--- src/hw/adcc_consts.vh ---
`ifndef ADCC_CONSTS_VH
`define ADCC_CONSTS_VH
// Data-space addresses
`define ADCC_ADDR_RESULT 8'hD0
`define ADCC_ADDR_CONTROL 8'hD1
// Control field positions
`define ADCC_BIT_IRQ_EN 7
`define ADCC_BIT_EOC 6
`define ADCC_BIT_START 5
`define ADCC_BIT_POWER 4
`define ADCC_BIT_RSV3 3
`define ADCC_BIT_OSC_OFF 2
// Reset values
`define ADCC_CTRL_RESET 8'h40
`define ADCC_RESULT_RESET 8'h00
// Successive approximation: cycles per bit step and result width
`define ADCC_CYCLES_PER_BIT 8'h08
`define ADCC_RES_BITS 4'h8
`endif

--- src/hw/adcc_top.v ---
`timescale 1ns/1ps
`include "adcc_consts.vh"
module adcc_top (
    input wire clk_in,               // Oscillator clock, 200 MHz
    input wire reset_in,             // Sync reset, active high
    input wire ce_in,                // Clock enable
    input wire [7:0] addr_in,        // Data-space address
    input wire wr_in,                // Write strobe
    input wire rd_in,                // Read strobe
    input wire [7:0] wdata_in,       // Write data
    input wire wait_mode_in,         // Core in Wait mode
    input wire stop_mode_in,         // Core in Stop mode
    input wire cmp_in,               // Analog comparator output
    output reg [7:0] rdata_out,      // Read data, registered
    output reg irq_out,              // Interrupt request
    output reg wake_out,             // Wake request out of Wait
    output reg osc_disable_out,      // Main oscillator disable
    output reg analog_on_out,        // Analog power enable
    output reg [7:0] dac_out         // Trial code to converter
);
    reg conv_irq_enable_reg;
    reg eoc_reg;
    reg conv_power_on_reg;
    reg main_osc_disable_reg;
    reg [7:0] result_reg;
    wire wr_ctrl;
    wire start_pulse;
    wire abort;
    wire sar_busy;
    wire sar_done;
    wire [7:0] sar_trial;
    wire [7:0] sar_result;
    wire conv_enabled;
    wire irq_next;
    // Reset image of the control register, so the enable and flag bits are picked by position
    localparam [7:0] ctrl_rst_value = `ADCC_CTRL_RESET;

    // Converter is live only when powered and not in Stop
    assign conv_enabled = conv_power_on_reg & ~stop_mode_in;
    // Wait mode is not consulted, so conversions carry on through it
    assign wr_ctrl = wr_in & (addr_in == `ADCC_ADDR_CONTROL);
    assign start_pulse = wr_ctrl & wdata_in[`ADCC_BIT_START] & conv_enabled;
    assign abort = ~conv_enabled;
    assign irq_next = eoc_reg & conv_irq_enable_reg;

    adcc_sar u_sar (
        .clk_in(clk_in),
        .reset_in(reset_in),
        .ce_in(ce_in),
        .start_in(start_pulse),
        .abort_in(abort),
        .cmp_in(cmp_in),
        .trial_out(sar_trial),
        .busy_out(sar_busy),
        .done_out(sar_done),
        .result_out(sar_result)
    );

    // Control register; start wins over completion in the same cycle
    always @(posedge clk_in) begin
        if (reset_in) begin
            conv_irq_enable_reg <= ctrl_rst_value[`ADCC_BIT_IRQ_EN];
            eoc_reg <= ctrl_rst_value[`ADCC_BIT_EOC];
            conv_power_on_reg <= 1'b0;
            main_osc_disable_reg <= 1'b0;
        end else if (ce_in) begin
            if (wr_ctrl) begin
                conv_irq_enable_reg <= wdata_in[`ADCC_BIT_IRQ_EN];
                conv_power_on_reg <= wdata_in[`ADCC_BIT_POWER];
                main_osc_disable_reg <= wdata_in[`ADCC_BIT_OSC_OFF];
            end
            // Writes of the flag bit are ignored
            if (start_pulse) begin
                eoc_reg <= 1'b0;
            end else if (sar_done) begin
                eoc_reg <= 1'b1;
            end
        end
    end

    // Result loads once per completion; no automatic restart follows
    always @(posedge clk_in) begin
        if (reset_in) begin
            result_reg <= `ADCC_RESULT_RESET;
        end else if (ce_in && sar_done && !start_pulse) begin
            result_reg <= sar_result;
        end
    end

    // Registered read port and outputs
    always @(posedge clk_in) begin
        if (reset_in) begin
            rdata_out <= 8'h00;
            irq_out <= 1'b0;
            wake_out <= 1'b0;
            osc_disable_out <= 1'b0;
            analog_on_out <= 1'b0;
            dac_out <= 8'h00;
        end else if (ce_in) begin
            if (rd_in && addr_in == `ADCC_ADDR_RESULT) begin
                rdata_out <= result_reg;
            end else if (rd_in && addr_in == `ADCC_ADDR_CONTROL) begin
                // Start and reserved positions read zero
                rdata_out <= {conv_irq_enable_reg, eoc_reg, 1'b0, conv_power_on_reg,
                              1'b0, main_osc_disable_reg, 2'b00};
            end else begin
                rdata_out <= 8'h00;
            end
            irq_out <= irq_next;
            // Wake only from Wait; Stop never woken by this source
            wake_out <= irq_next & wait_mode_in & ~stop_mode_in;
            osc_disable_out <= main_osc_disable_reg;
            analog_on_out <= conv_enabled;
            dac_out <= sar_trial;
        end
    end
endmodule // adcc_top

--- src/hw/adcc_sar.v ---
`timescale 1ns/1ps
`include "adcc_consts.vh"
// Bitwise successive-approximation sequencer
module adcc_sar (
    input wire clk_in,            // Oscillator clock
    input wire reset_in,          // Sync reset, active high
    input wire ce_in,             // Clock enable
    input wire start_in,          // Begin or restart a conversion
    input wire abort_in,          // Abandon without result
    input wire cmp_in,            // Comparator: input above trial level
    output reg [7:0] trial_out,   // Trial code to the DAC
    output reg busy_out,          // Conversion running
    output reg done_out,          // One-cycle completion pulse
    output reg [7:0] result_out   // Final code
);
    reg [7:0] mask_reg;
    reg [7:0] wait_reg;

    // Sequencer; a restart simply reloads from the top bit
    always @(posedge clk_in) begin
        if (reset_in) begin
            trial_out <= 8'h00;
            busy_out <= 1'b0;
            done_out <= 1'b0;
            result_out <= 8'h00;
            mask_reg <= 8'h00;
            wait_reg <= 8'h00;
        end else if (ce_in) begin
            done_out <= 1'b0;
            if (start_in) begin
                busy_out <= 1'b1;
                mask_reg <= 8'h80;
                trial_out <= 8'h80;
                wait_reg <= `ADCC_CYCLES_PER_BIT - 8'h01;
            end else if (abort_in) begin
                busy_out <= 1'b0;
                mask_reg <= 8'h00;
            end else if (busy_out) begin
                if (wait_reg != 8'h00) begin
                    wait_reg <= wait_reg - 8'h01;
                end else begin
                    // Keep trial bit if input above level, then try next bit
                    wait_reg <= `ADCC_CYCLES_PER_BIT - 8'h01;
                    mask_reg <= {1'b0, mask_reg[7:1]};
                    if (mask_reg == 8'h01) begin
                        busy_out <= 1'b0;
                        done_out <= 1'b1;
                        result_out <= cmp_in ? trial_out : (trial_out & ~mask_reg);
                    end else begin
                        trial_out <= (cmp_in ? trial_out : (trial_out & ~mask_reg))
                            | {1'b0, mask_reg[7:1]};
                    end
                end
            end
        end
    end
endmodule // adcc_sar

--- config.mk ---
export PLATFORM = sky130hd
export DESIGN_NAME = adcc_top
export DESIGN_NICKNAME = d
export VERILOG_FILES = /design/src/hw/adcc_top.v /design/src/hw/adcc_sar.v
export VERILOG_INCLUDE_DIRS = /design/src /design/src/hw
export SDC_FILE = /design/constraint.sdc
export NUM_CORES = 1
export LEC_CHECK = 0
export BUFFER_PORTS_ARGS = -buffer_cell sky130_fd_sc_hd__clkbuf_2
export CAP_MARGIN = 20
export CORE_ASPECT_RATIO = 1.25
export CORE_MARGIN = 10
export CORE_UTILIZATION = 60
export DETAILED_ROUTE_END_ITERATION = 16
export GPL_ROUTABILITY_DRIVEN = 0
export GPL_TIMING_DRIVEN = 0
export HOLD_SLACK_MARGIN = 0.03
export PLACE_DENSITY = 0.84
export SLEW_MARGIN = 5
export SYNTH_ARGS = -nofsm -noshare
export SYNTH_HDL_FRONTEND = slang
export SYNTH_HIERARCHICAL = 1
export SYNTH_SLANG_ARGS = --single-unit
--- constraint.sdc ---
create_clock -name clk_in -period 6.2 [get_ports clk_in]
set_input_delay 1.86 -clock clk_in [delete_from_list [all_inputs] [get_ports clk_in]]
set_output_delay 1.86 -clock clk_in [all_outputs]
set_load 0.02 [all_outputs]
==> results.yml, run 1 <==
finish:
  diodes: 0
  area_growth_pct: 17.1
  drive_gt1_share_pct: 19.1
  final_common_cell: "dfxtp_1"
  nFillCells: 343
  multi_input_area_sq_mm: 0.00141
  layoutNonFillerInstCount: 419
  nets: 384
  most-common-layout-cells: "dfxtp_1, clkbuf_2, nor2_1, a21oi_1, o21ai_0"
  regArea_sq_mm: 0.00132
worst_setup_path:
  worst_path_dominant_cell_family: "simple AND/OR/NAND/NOR gates"
  crit_fanout: 10
  max_stage_delay_ns: 0.48
  critPathBufInv: 2
  crit_required_ns: 6.40
  worstPathCellList: "clkbuf_2 > or3_4 > nor4_4 > nand4bb_1 > clkbuf_1 > nor2_1 > o2111ai_1 > o21ai_0"
  arrival_ns: 3.98
  crit_path_top_delay_cell: "nor4_4"
  crit_type: "in2reg"
  worstSetupEndpointType: "flip-flop"
  start_kind: "input pin"
grt:
  grt-ovfl-total: 0
  antenna_found_initial: 0
  grt_max_degree: 11
  track_usage_pct: 17.6
  grt_pass1_wl_mm: 11.3
  first_global_vias: 2412
routing:
  drt_iter0_markers: 195
  vias: 2510
  ant_nets: 0
  via_per_inst: 5.99
  wl_mm: 6.90
  wl_per_cell_um: 16.5
  drc: 0
  dr.pass1.iters: 4
yosys:
  synth_top_area_share_pct: 46.4
  syn_area_sq_mm: 0.00285
  synth_top_area_cell: "dfxtp_1"
  synth_edf_count: 0
  synth_flop_cell: "dfxtp_1"
  synth_seq_cells: 66
  syn_area_per_cell_sq_um: 9.22
  yosys_warnings: 6
  yosysUniqueCellTypes: 42
  ys_top_cells_by_area: "dfxtp_1, mux2i_1, a21oi_1"
  syn-num-nets: 335
  ys_seq_area_share_pct: 46.4
  synth_cells: 309
  async_flop_share_pct: 0
timing:
  relSlewSlack_pct: 53.0
  finalHoldViolCount: 0
  rsz0062_at_grt: "no"
  fin_skew_ns: 0.00453
  fin_crit_sh_pct: 61.1
  finalSetupViolations: 0
  worstMarginPinSlew_ns: 0.704
  setup-tns-final_ns: 0
  max_clock_freq_mhz: 264
  holdWs_ns: 0.471
  final.min_clock_period_ns: 3.79
  drv_slew: 0
pwr:
  total_leakage_power_uw: 0.00126
  vdd_ir_drop_max_uv: 182
  p_per_area_mw_per_mm2: 258
die:
  die_area_sq_mm: 0.00792
  core.rowCount: 27
  chipHeight_um: 97.0
  fp.dieW_um: 81.6
  core-area_sq_mm: 0.00449
  io_pins: 44
  initial_core_util_pct: 63.4
clocking:
  clkTransAtPathRegs_ns: 0.07
  clock_sinks: 66
  cts_root_buffer: "clkbuf_8"
  cts_resized: 0
  cts_buffers: 9
  clockBufferDepth: 2
  cts_hold_buffers: 0
  cts_max_level: 3
  cts_setup_buffers: 0
  tritoncts: "done"
  clk_latency_ns: 0.34
placed_design:
  hpwl_mm: 4.91
  place_inst: 405
  port_buffers: 38
flow_run:
  drv_cap: 0
status:
  status: "finished clean"
hold_path:
  hold_class: "reg2reg"
## worst paths after layout
| kind | cells after the start | start | to | slack (ns) |
|---|---|---|---|---|
| hold reg to reg | 2 | u_sar/result_out[6] | result_reg[6] | 0.47 |
| setup reg to reg | 6 | u_sar/wait_reg[0] | u_sar/trial_out[4] | 3.87 |
| setup / recovery | 8 | addr_in[3] | u_sar/trial_out[4] | 2.41 |
| hold / removal | 2 | u_sar/result_out[6] | result_reg[6] | 0.47 |
## Yosys cell counts, types with 2 or more instances
library cell  count
o21ai_0          22
nor2_1           29
inv_1            15
dfxtp_1          66
nand4_1           4
a22o_1            7
mux2_2            4
nand2b_1         17
buf_2             3
or2_2             2
nand4b_1          2
nor4_1            2
nand2_1          13
nor3_1            4
mux2i_1          20
a21oi_1          29
ha_1              2
a221oi_1          2
o2111ai_1        12
xor2_1            3
a22oi_1           9
clkbuf_1         13
nor4_4            3
nand3_1           8
## metal layers
layer	wire length (um)	share of wire (%)	GRT usage [%]	vias up
met3	557	8.1	4.71	26
met1	2760	40	19.4	1174
met5	0	0	0	-
met2	3350	49	29.0	92
li1	-	-	-	1218
met4	230	3.3	10.2	0
## cell families (layout without fill, tap and decap cells)
family / count (synthesis) / count (layout) / share of synthesized area (%)
buffers and inverters: 31 / 83 / 4.22
xor gates and xnor gates: 3 / 3 / 0.923
AOI/OAI and AO/OA: 87 / 87 / 19.5
and+or+nand+nor: 96 / 96 / 19.5
DFF: 66 / 66 / 46.4
adders and majority gates: 2 / 2 / 0.879
muxes: 24 / 24 / 8.61
## stage by stage
stage	util [%]	total power (uW)	area [sq um]	worst slack, ns
finish	74.2	861	3340	2.41
global route	74.2	882	3340	2.28
CTS	74.2	865	3340	2.46
detailed placement	69.2	461	3110	2.16
global placement	69.2	461	3110	2.21
floorplan	-	450	2850	2.65
## worst reg2reg max path, cell delays in order (launching register included)
cell	delay [ns]
dfxtp_1	0.32
inv_1	0.10
ha_1	0.16
nor3b_1	0.59
o2111ai_1	0.25
o21ai_0	0.58
o21ai_0	0.19
## power breakdown
group / internal [uW] / switching, uW
Combinational: 10.5 / 17.6
Clock: 255 / 155
Sequential: 424 / 0.0197
Total: 689 / 172
## area by class of cell
type	count	area share, %
flip-flops and latches	66	39.6
repair buffers	38	5.70
clock buffers	12	4.95
multi-input cells	212	42.2
inverters	15	1.69
clock inverters	2	1.80
plain buffers	16	1.91
well taps	58	2.18
Note: power is estimated with default switching activity, not from simulation.
==> inputs of run 2 (changes only) <==
--- a/config.mk
+++ b/config.mk
@@ -10,12 +10,12 @@
 export CAP_MARGIN = 20
 export CORE_ASPECT_RATIO = 1.25
 export CORE_MARGIN = 10
-export CORE_UTILIZATION = 60
+export CORE_UTILIZATION = 50
 export DETAILED_ROUTE_END_ITERATION = 16
 export GPL_ROUTABILITY_DRIVEN = 0
 export GPL_TIMING_DRIVEN = 0
 export HOLD_SLACK_MARGIN = 0.03
-export PLACE_DENSITY = 0.84
+export PLACE_DENSITY = 0.74
 export SLEW_MARGIN = 5
 export SYNTH_ARGS = -nofsm -noshare
 export SYNTH_HDL_FRONTEND = slang
==> constraint.sdc (replaced) <==
create_clock -name clk_in -period 3.1 [get_ports clk_in]
set_input_delay 0.93 -clock clk_in [delete_from_list [all_inputs] [get_ports clk_in]]
set_output_delay 0.93 -clock clk_in [all_outputs]
set_load 0.02 [all_outputs]
==> results.yml, run 2 (synthesized netlist as in run 1, its figures left out) <==
finish:
  final_common_cell: "dfxtp_1"
  area_growth_pct: 18.2
  layoutNonFillerInstCount: 427
  postLayoutCoreUtil_pct: 61.4
  most-common-layout-cells: "dfxtp_1, clkbuf_2, nor2_1, a21oi_1, o21ai_0"
  drive_gt1_share_pct: 19.6
  diodes: 0
  nets: 384
  fin_area_sq_mm: 0.00337
clocking:
  tritoncts: "done"
  cts_resized: 0
  clk_latency_ns: 0.35
  cts_setup_buffers: 0
  cts_buffers: 9
  clkTransAtPathRegs_ns: 0.07
  clock_sinks: 66
  cts_max_level: 3
  cts_root_buffer: "clkbuf_8"
  cts_hold_buffers: 0
  clockBufferDepth: 2
die:
  io_pins: 44
  core-area_sq_mm: 0.00548
  core.rowCount: 30
  chipHeight_um: 104
  initial_core_util_pct: 52.0
  die_area_sq_mm: 0.00913
  fp.dieW_um: 87.5
pwr:
  p_int_uw: 1410
  p_sw_uw: 385
  p_per_area_mw_per_mm2: 533
  total_leakage_power_uw: 0.00127
  vdd_ir_drop_max_uv: 421
  pwr-share-comb_pct: 3.2
  p_sw_share_pct: 21.5
  seqPwrFrac_pct: 47.2
  power_frac_clock_pct: 49.6
timing:
  finalSetupViolations: 0
  worstMarginPinSlew_ns: 0.726
  drv_slew: 0
  relSlewSlack_pct: 51.2
  fin_skew_ns: 0.00937
  setup_ws_ns: 0.393
  max_clock_freq_mhz: 369
  setup-tns-final_ns: 0
  rsz0062_at_grt: "no"
  finalHoldViolCount: 0
  fin_crit_sh_pct: 87.3
  final.min_clock_period_ns: 2.71
routing:
  dr.pass1.iters: 4
  wl_per_cell_um: 16.0
  wl_mm: 6.82
  via_per_inst: 5.73
  drc: 0
  drt_iter0_markers: 96
  ant_nets: 0
  vias: 2446
placed_design:
  port_buffers: 38
  placed_area_sq_mm: 0.00312
  hpwl_mm: 5.05
  place_inst: 411
  dp_worst_setup_slack_ns: 0.0661
worst_setup_path:
  max_stage_delay_ns: 0.44
  worstPathCellList: "clkbuf_2 > or3_4 > nor4_4 > nand4bb_1 > clkbuf_1 > nor2_1 > o2111ai_1 > o21ai_0"
  crit_path_top_delay_cell: "nor4_4"
  crit_type: "in2reg"
  worst_path_dominant_cell_family: "simple AND/OR/NAND/NOR gates"
  crit_required_ns: 3.30
  worstSetupEndpointType: "flip-flop"
  start_kind: "input pin"
  crit_fanout: 10
  arrival_ns: 2.91
  critPathBufInv: 2
hold_path:
  hold_class: "reg2reg"
status:
  status: "finished clean"
grt:
  grt_use_met2_pct: 24.7
  grt_max_degree: 14
  busiest_layer: "met2"
  first_global_vias: 2377
  antenna_found_initial: 0
  grtUsageMet1_pct: 16.8
  track_usage_pct: 15.0
  grt-ovfl-total: 0
  grt_pass1_wl_mm: 11.3
  gr-usage-met3_pct: 5.56
flow_run:
  drv_cap: 0
==> run 2: path summary, 6_finish.rpt <==
check	start	endpoint	slack [ns]	cells past startpoint
setup reg to reg	u_sar/wait_reg[0]	u_sar/trial_out[4]	0.78	6
hold / removal	u_sar/result_out[3]	result_reg[3]	0.47	2
setup / recovery	addr_in[3]	u_sar/trial_out[4]	0.39	8
hold reg to reg	u_sar/result_out[3]	result_reg[3]	0.47	2
==> run 2: metrics by stage <==
stage,hold WS (ns),total power [uW]
after floorplan,0.446,900
after global placement,0.456,922
after global routing,0.495,1850
final,0.472,1790
after CTS,0.475,1800
after detailed placement,0.465,923
==> run 2: cell type report <==
cell class / instances / area (sq um)
fillers: 488 / 2110
inverters: 15 / 56.3
multi-input cells: 212 / 1410
flip-flops and latches: 66 / 1320
well taps: 64 / 80.1
repair buffers: 38 / 190
clock inverters: 7 / 125
plain buffers: 16 / 63.8
clock buffers: 9 / 124
==> run 2: layer usage <==
metal,wire length [um],up-vias
li1,-,1221
met1,2840,1145
met2,3330,70
met3,495,10
met4,145,0
met5,0,-
==> run 2: power groups by stage <==
stage,clock network [uW],logic [uW],registers [uW]
3_3_place_gp,0,55.2,867
4_1_cts,901,56.3,847
2_1_floorplan,0,32.9,867
5_1_grt,937,62.0,847
3_5_place_dp,0,55.7,867
6_report,890,57.1,847
==> run 2: worst register-to-register path: cells and delay by family, from the launching register on <==
kind,cells,cell delay [ns]
and+or+nand+nor,1,0.55
buffers and inverters,1,0.10
AOI/OAI and AO/OA,3,1.00
DFF,1,0.33
adders and majority gates,1,0.19
==> inputs of run 3 (changes only) <==
--- a/config.mk
+++ b/config.mk
@@ -6,18 +6,20 @@
 export SDC_FILE = /design/constraint.sdc
 export NUM_CORES = 1
 export LEC_CHECK = 0
+export ABC_AREA = 1
 export BUFFER_PORTS_ARGS = -buffer_cell sky130_fd_sc_hd__clkbuf_2
 export CAP_MARGIN = 20
+export CELL_PAD_IN_SITES_DETAIL_PLACEMENT = 1
+export CELL_PAD_IN_SITES_GLOBAL_PLACEMENT = 1
 export CORE_ASPECT_RATIO = 1.25
 export CORE_MARGIN = 10
-export CORE_UTILIZATION = 50
+export CORE_UTILIZATION = 36
 export DETAILED_ROUTE_END_ITERATION = 16
 export GPL_ROUTABILITY_DRIVEN = 0
 export GPL_TIMING_DRIVEN = 0
 export HOLD_SLACK_MARGIN = 0.03
-export PLACE_DENSITY = 0.74
+export PLACE_DENSITY_LB_ADDON = 0.1
 export SLEW_MARGIN = 5
 export SYNTH_ARGS = -nofsm -noshare
 export SYNTH_HDL_FRONTEND = slang
-export SYNTH_HIERARCHICAL = 1
 export SYNTH_SLANG_ARGS = --single-unit
==> results.yml, run 3 <==
finish:
  nFillCells: 1072
  fin_area_sq_mm: 0.00350
  area_growth_pct: 17.4
  nets: 495
  drive_gt1_share_pct: 17.1
  diodes: 0
  most-common-layout-cells: "nor2_1, nand2_1, dfxtp_1, a21oi_1, clkbuf_2"
  final_common_cell: "nor2_1"
clocking:
  cts_max_level: 3
  cts_buffers: 9
  clkTransAtPathRegs_ns: 0.08
  cts_setup_buffers: 0
  cts_root_buffer: "clkbuf_8"
  cts_resized: 0
  clockBufferDepth: 2
  clk_latency_ns: 0.35
  cts_hold_buffers: 0
  clock_sinks: 66
  tritoncts: "done"
pwr:
  p_per_area_mw_per_mm2: 488
  p_sw_share_pct: 24.8
  seqPwrFrac_pct: 50.6
  finalPower_uw: 1700
  vdd_ir_drop_max_uv: 341
  p_sw_uw: 423
  power_frac_clock_pct: 43.7
  total_leakage_power_uw: 0.00159
  p_int_uw: 1280
  pwr-share-comb_pct: 5.7
die:
  die_area_sq_mm: 0.0123
  core.rowCount: 37
  fp.dieW_um: 101
  initial_core_util_pct: 36.5
  chipHeight_um: 122
  core-area_sq_mm: 0.00815
  io_pins: 44
placed_design:
  hpwl_mm: 6.41
  dp_worst_setup_slack_ns: 0.649
  placed_area_sq_mm: 0.00329
  port_buffers: 39
routing:
  ant_nets: 0
  drt_iter0_markers: 158
  dr.pass1.iters: 4
  wl_per_cell_um: 15.1
  via_per_inst: 4.91
  wl_mm: 8.60
  drc: 0
  vias: 2806
timing:
  rsz0062_at_grt: "no"
  finalSetupViolations: 0
  worstMarginPinSlew_ns: 0.600
  finalHoldViolCount: 0
  drv_slew: 0
  max_clock_freq_mhz: 478
  setup-tns-final_ns: 0
  setup_ws_ns: 1.01
  final.min_clock_period_ns: 2.09
  fin_skew_ns: 0.00656
  relSlewSlack_pct: 59.9
  holdWs_ns: 0.465
  fin_crit_sh_pct: 67.5
worst_setup_path:
  crit_required_ns: 3.34
  crit_type: "in2reg"
  crit_fanout: 8
  start_kind: "input pin"
  arrival_ns: 2.33
  worstSetupEndpointType: "flip-flop"
grt:
  track_usage_pct: 14.6
  grt_max_degree: 13
  grt-ovfl-total: 0
  grt_pass1_wl_mm: 14.5
  first_global_vias: 2917
  antenna_found_initial: 0
yosys:
  yosysUniqueCellTypes: 25
  syn_area_per_cell_sq_um: 7.10
  synth_seq_cells: 66
  synth_top_area_cell: "dfxtp_1"
  ys_seq_area_share_pct: 44.4
  ys_top_cells_by_area: "dfxtp_1, nor2_1, nand2_1"
  synth_flop_cell: "dfxtp_1"
  async_flop_share_pct: 0
  synth_edf_count: 0
  synth_cells: 419
  syn_area_sq_mm: 0.00298
  syn-num-nets: 445
  synth_top_area_share_pct: 44.4
  synth_most_common_cell: "nor2_1"
  yosys-top-cells-count: "nor2_1, nand2_1, dfxtp_1"
  yosys_warnings: 0
flow_run:
  drv_cap: 0
status:
  status: "finished clean"
hold_path:
  hold_class: "reg2reg"
run 3: cell types whose count changed in the layout (fill, tap and decap cells not counted), sizes merged, moves of 15 or more:
cell | before | now
nand2b | 17 | 0
mux2i | 20 | 0
nand3 | 8 | 30
nand2 | 13 | 84
nor2 | 30 | 90
a21oi | 29 | 44
inv | 16 | 43
run 3: metal layers:
metal | part of all wire, % | track usage (%)
met1 | 44 | 17.1
met2 | 50 | 25.0
met3 | 3.0 | 2.94
met4 | 2.4 | 6.54
met5 | 0 | 0
run 3: final timing paths:
| kind | start | end | slack (ns) | cells after the start |
|---|---|---|---|---|
| worst min-delay path | irq_out | irq_out | 0.46 | 2 |
| worst min register to register | irq_out | irq_out | 0.46 | 2 |
| worst max-delay path | addr_in[0] | u_sar.trial_out[4] | 1.01 | 10 |
| worst max register to register | u_sar.wait_reg[0] | u_sar.result_out[4] | 1.37 | 12 |
run 3: critical path, cell delays in order:
cell and delay [ns]:
clkbuf_2 0.09, inv_1 0.04, nor2_1 0.10, nand2_1 0.11, nor2_4 0.19, nand3_1 0.19
nor2_2 0.41, nor2_1 0.08, nor2_1 0.12, nor2_1 0.05
run 3: per-stage QoR:
| stage | util [%] | instances |
|---|---|---|
| after floorplan | - | 419 |
| after global placement | 40.4 | 555 |
| after detailed placement | 40.4 | 555 |
| after CTS | 42.9 | 571 |
| after global routing | 42.9 | 571 |
| final | 42.9 | 571 |
run 3: cells by family after synthesis:
logic type / count (synthesis) / share of synthesized area [%]
AND/OR/NAND/NOR: 209 / 32.1
XOR/XNOR: 2 / 0.589
AO/OA/AOI/OAI: 84 / 14.3
buffers and inverters: 56 / 7.82
flip-flops: 66 / 44.4
adder cells (fa/ha/maj): 2 / 0.841
run 3: power by group through the flow:
stage / sequential (uW) / clock (uW) / combinational, uW
2_1_floorplan: 896 / 0 / 38.2
3_3_place_gp: 882 / 0 / 96.7
3_5_place_dp: 883 / 0 / 98.6
4_1_cts: 863 / 770 / 99.1
5_1_grt: 864 / 800 / 107
6_report: 863 / 745 / 96.6
run 3: cell type report:
cell class,count,area (sq um),share of cell area [%]
multi-input cells,297,1420,40.7
flip-flops and latches,66,1320,37.8
repair buffers,39,195,5.58
inverters,42,158,4.51
clock buffers,10,138,3.94
well taps,97,121,3.47
plain buffers,14,75.1,2.15
clock inverters,6,65.1,1.86
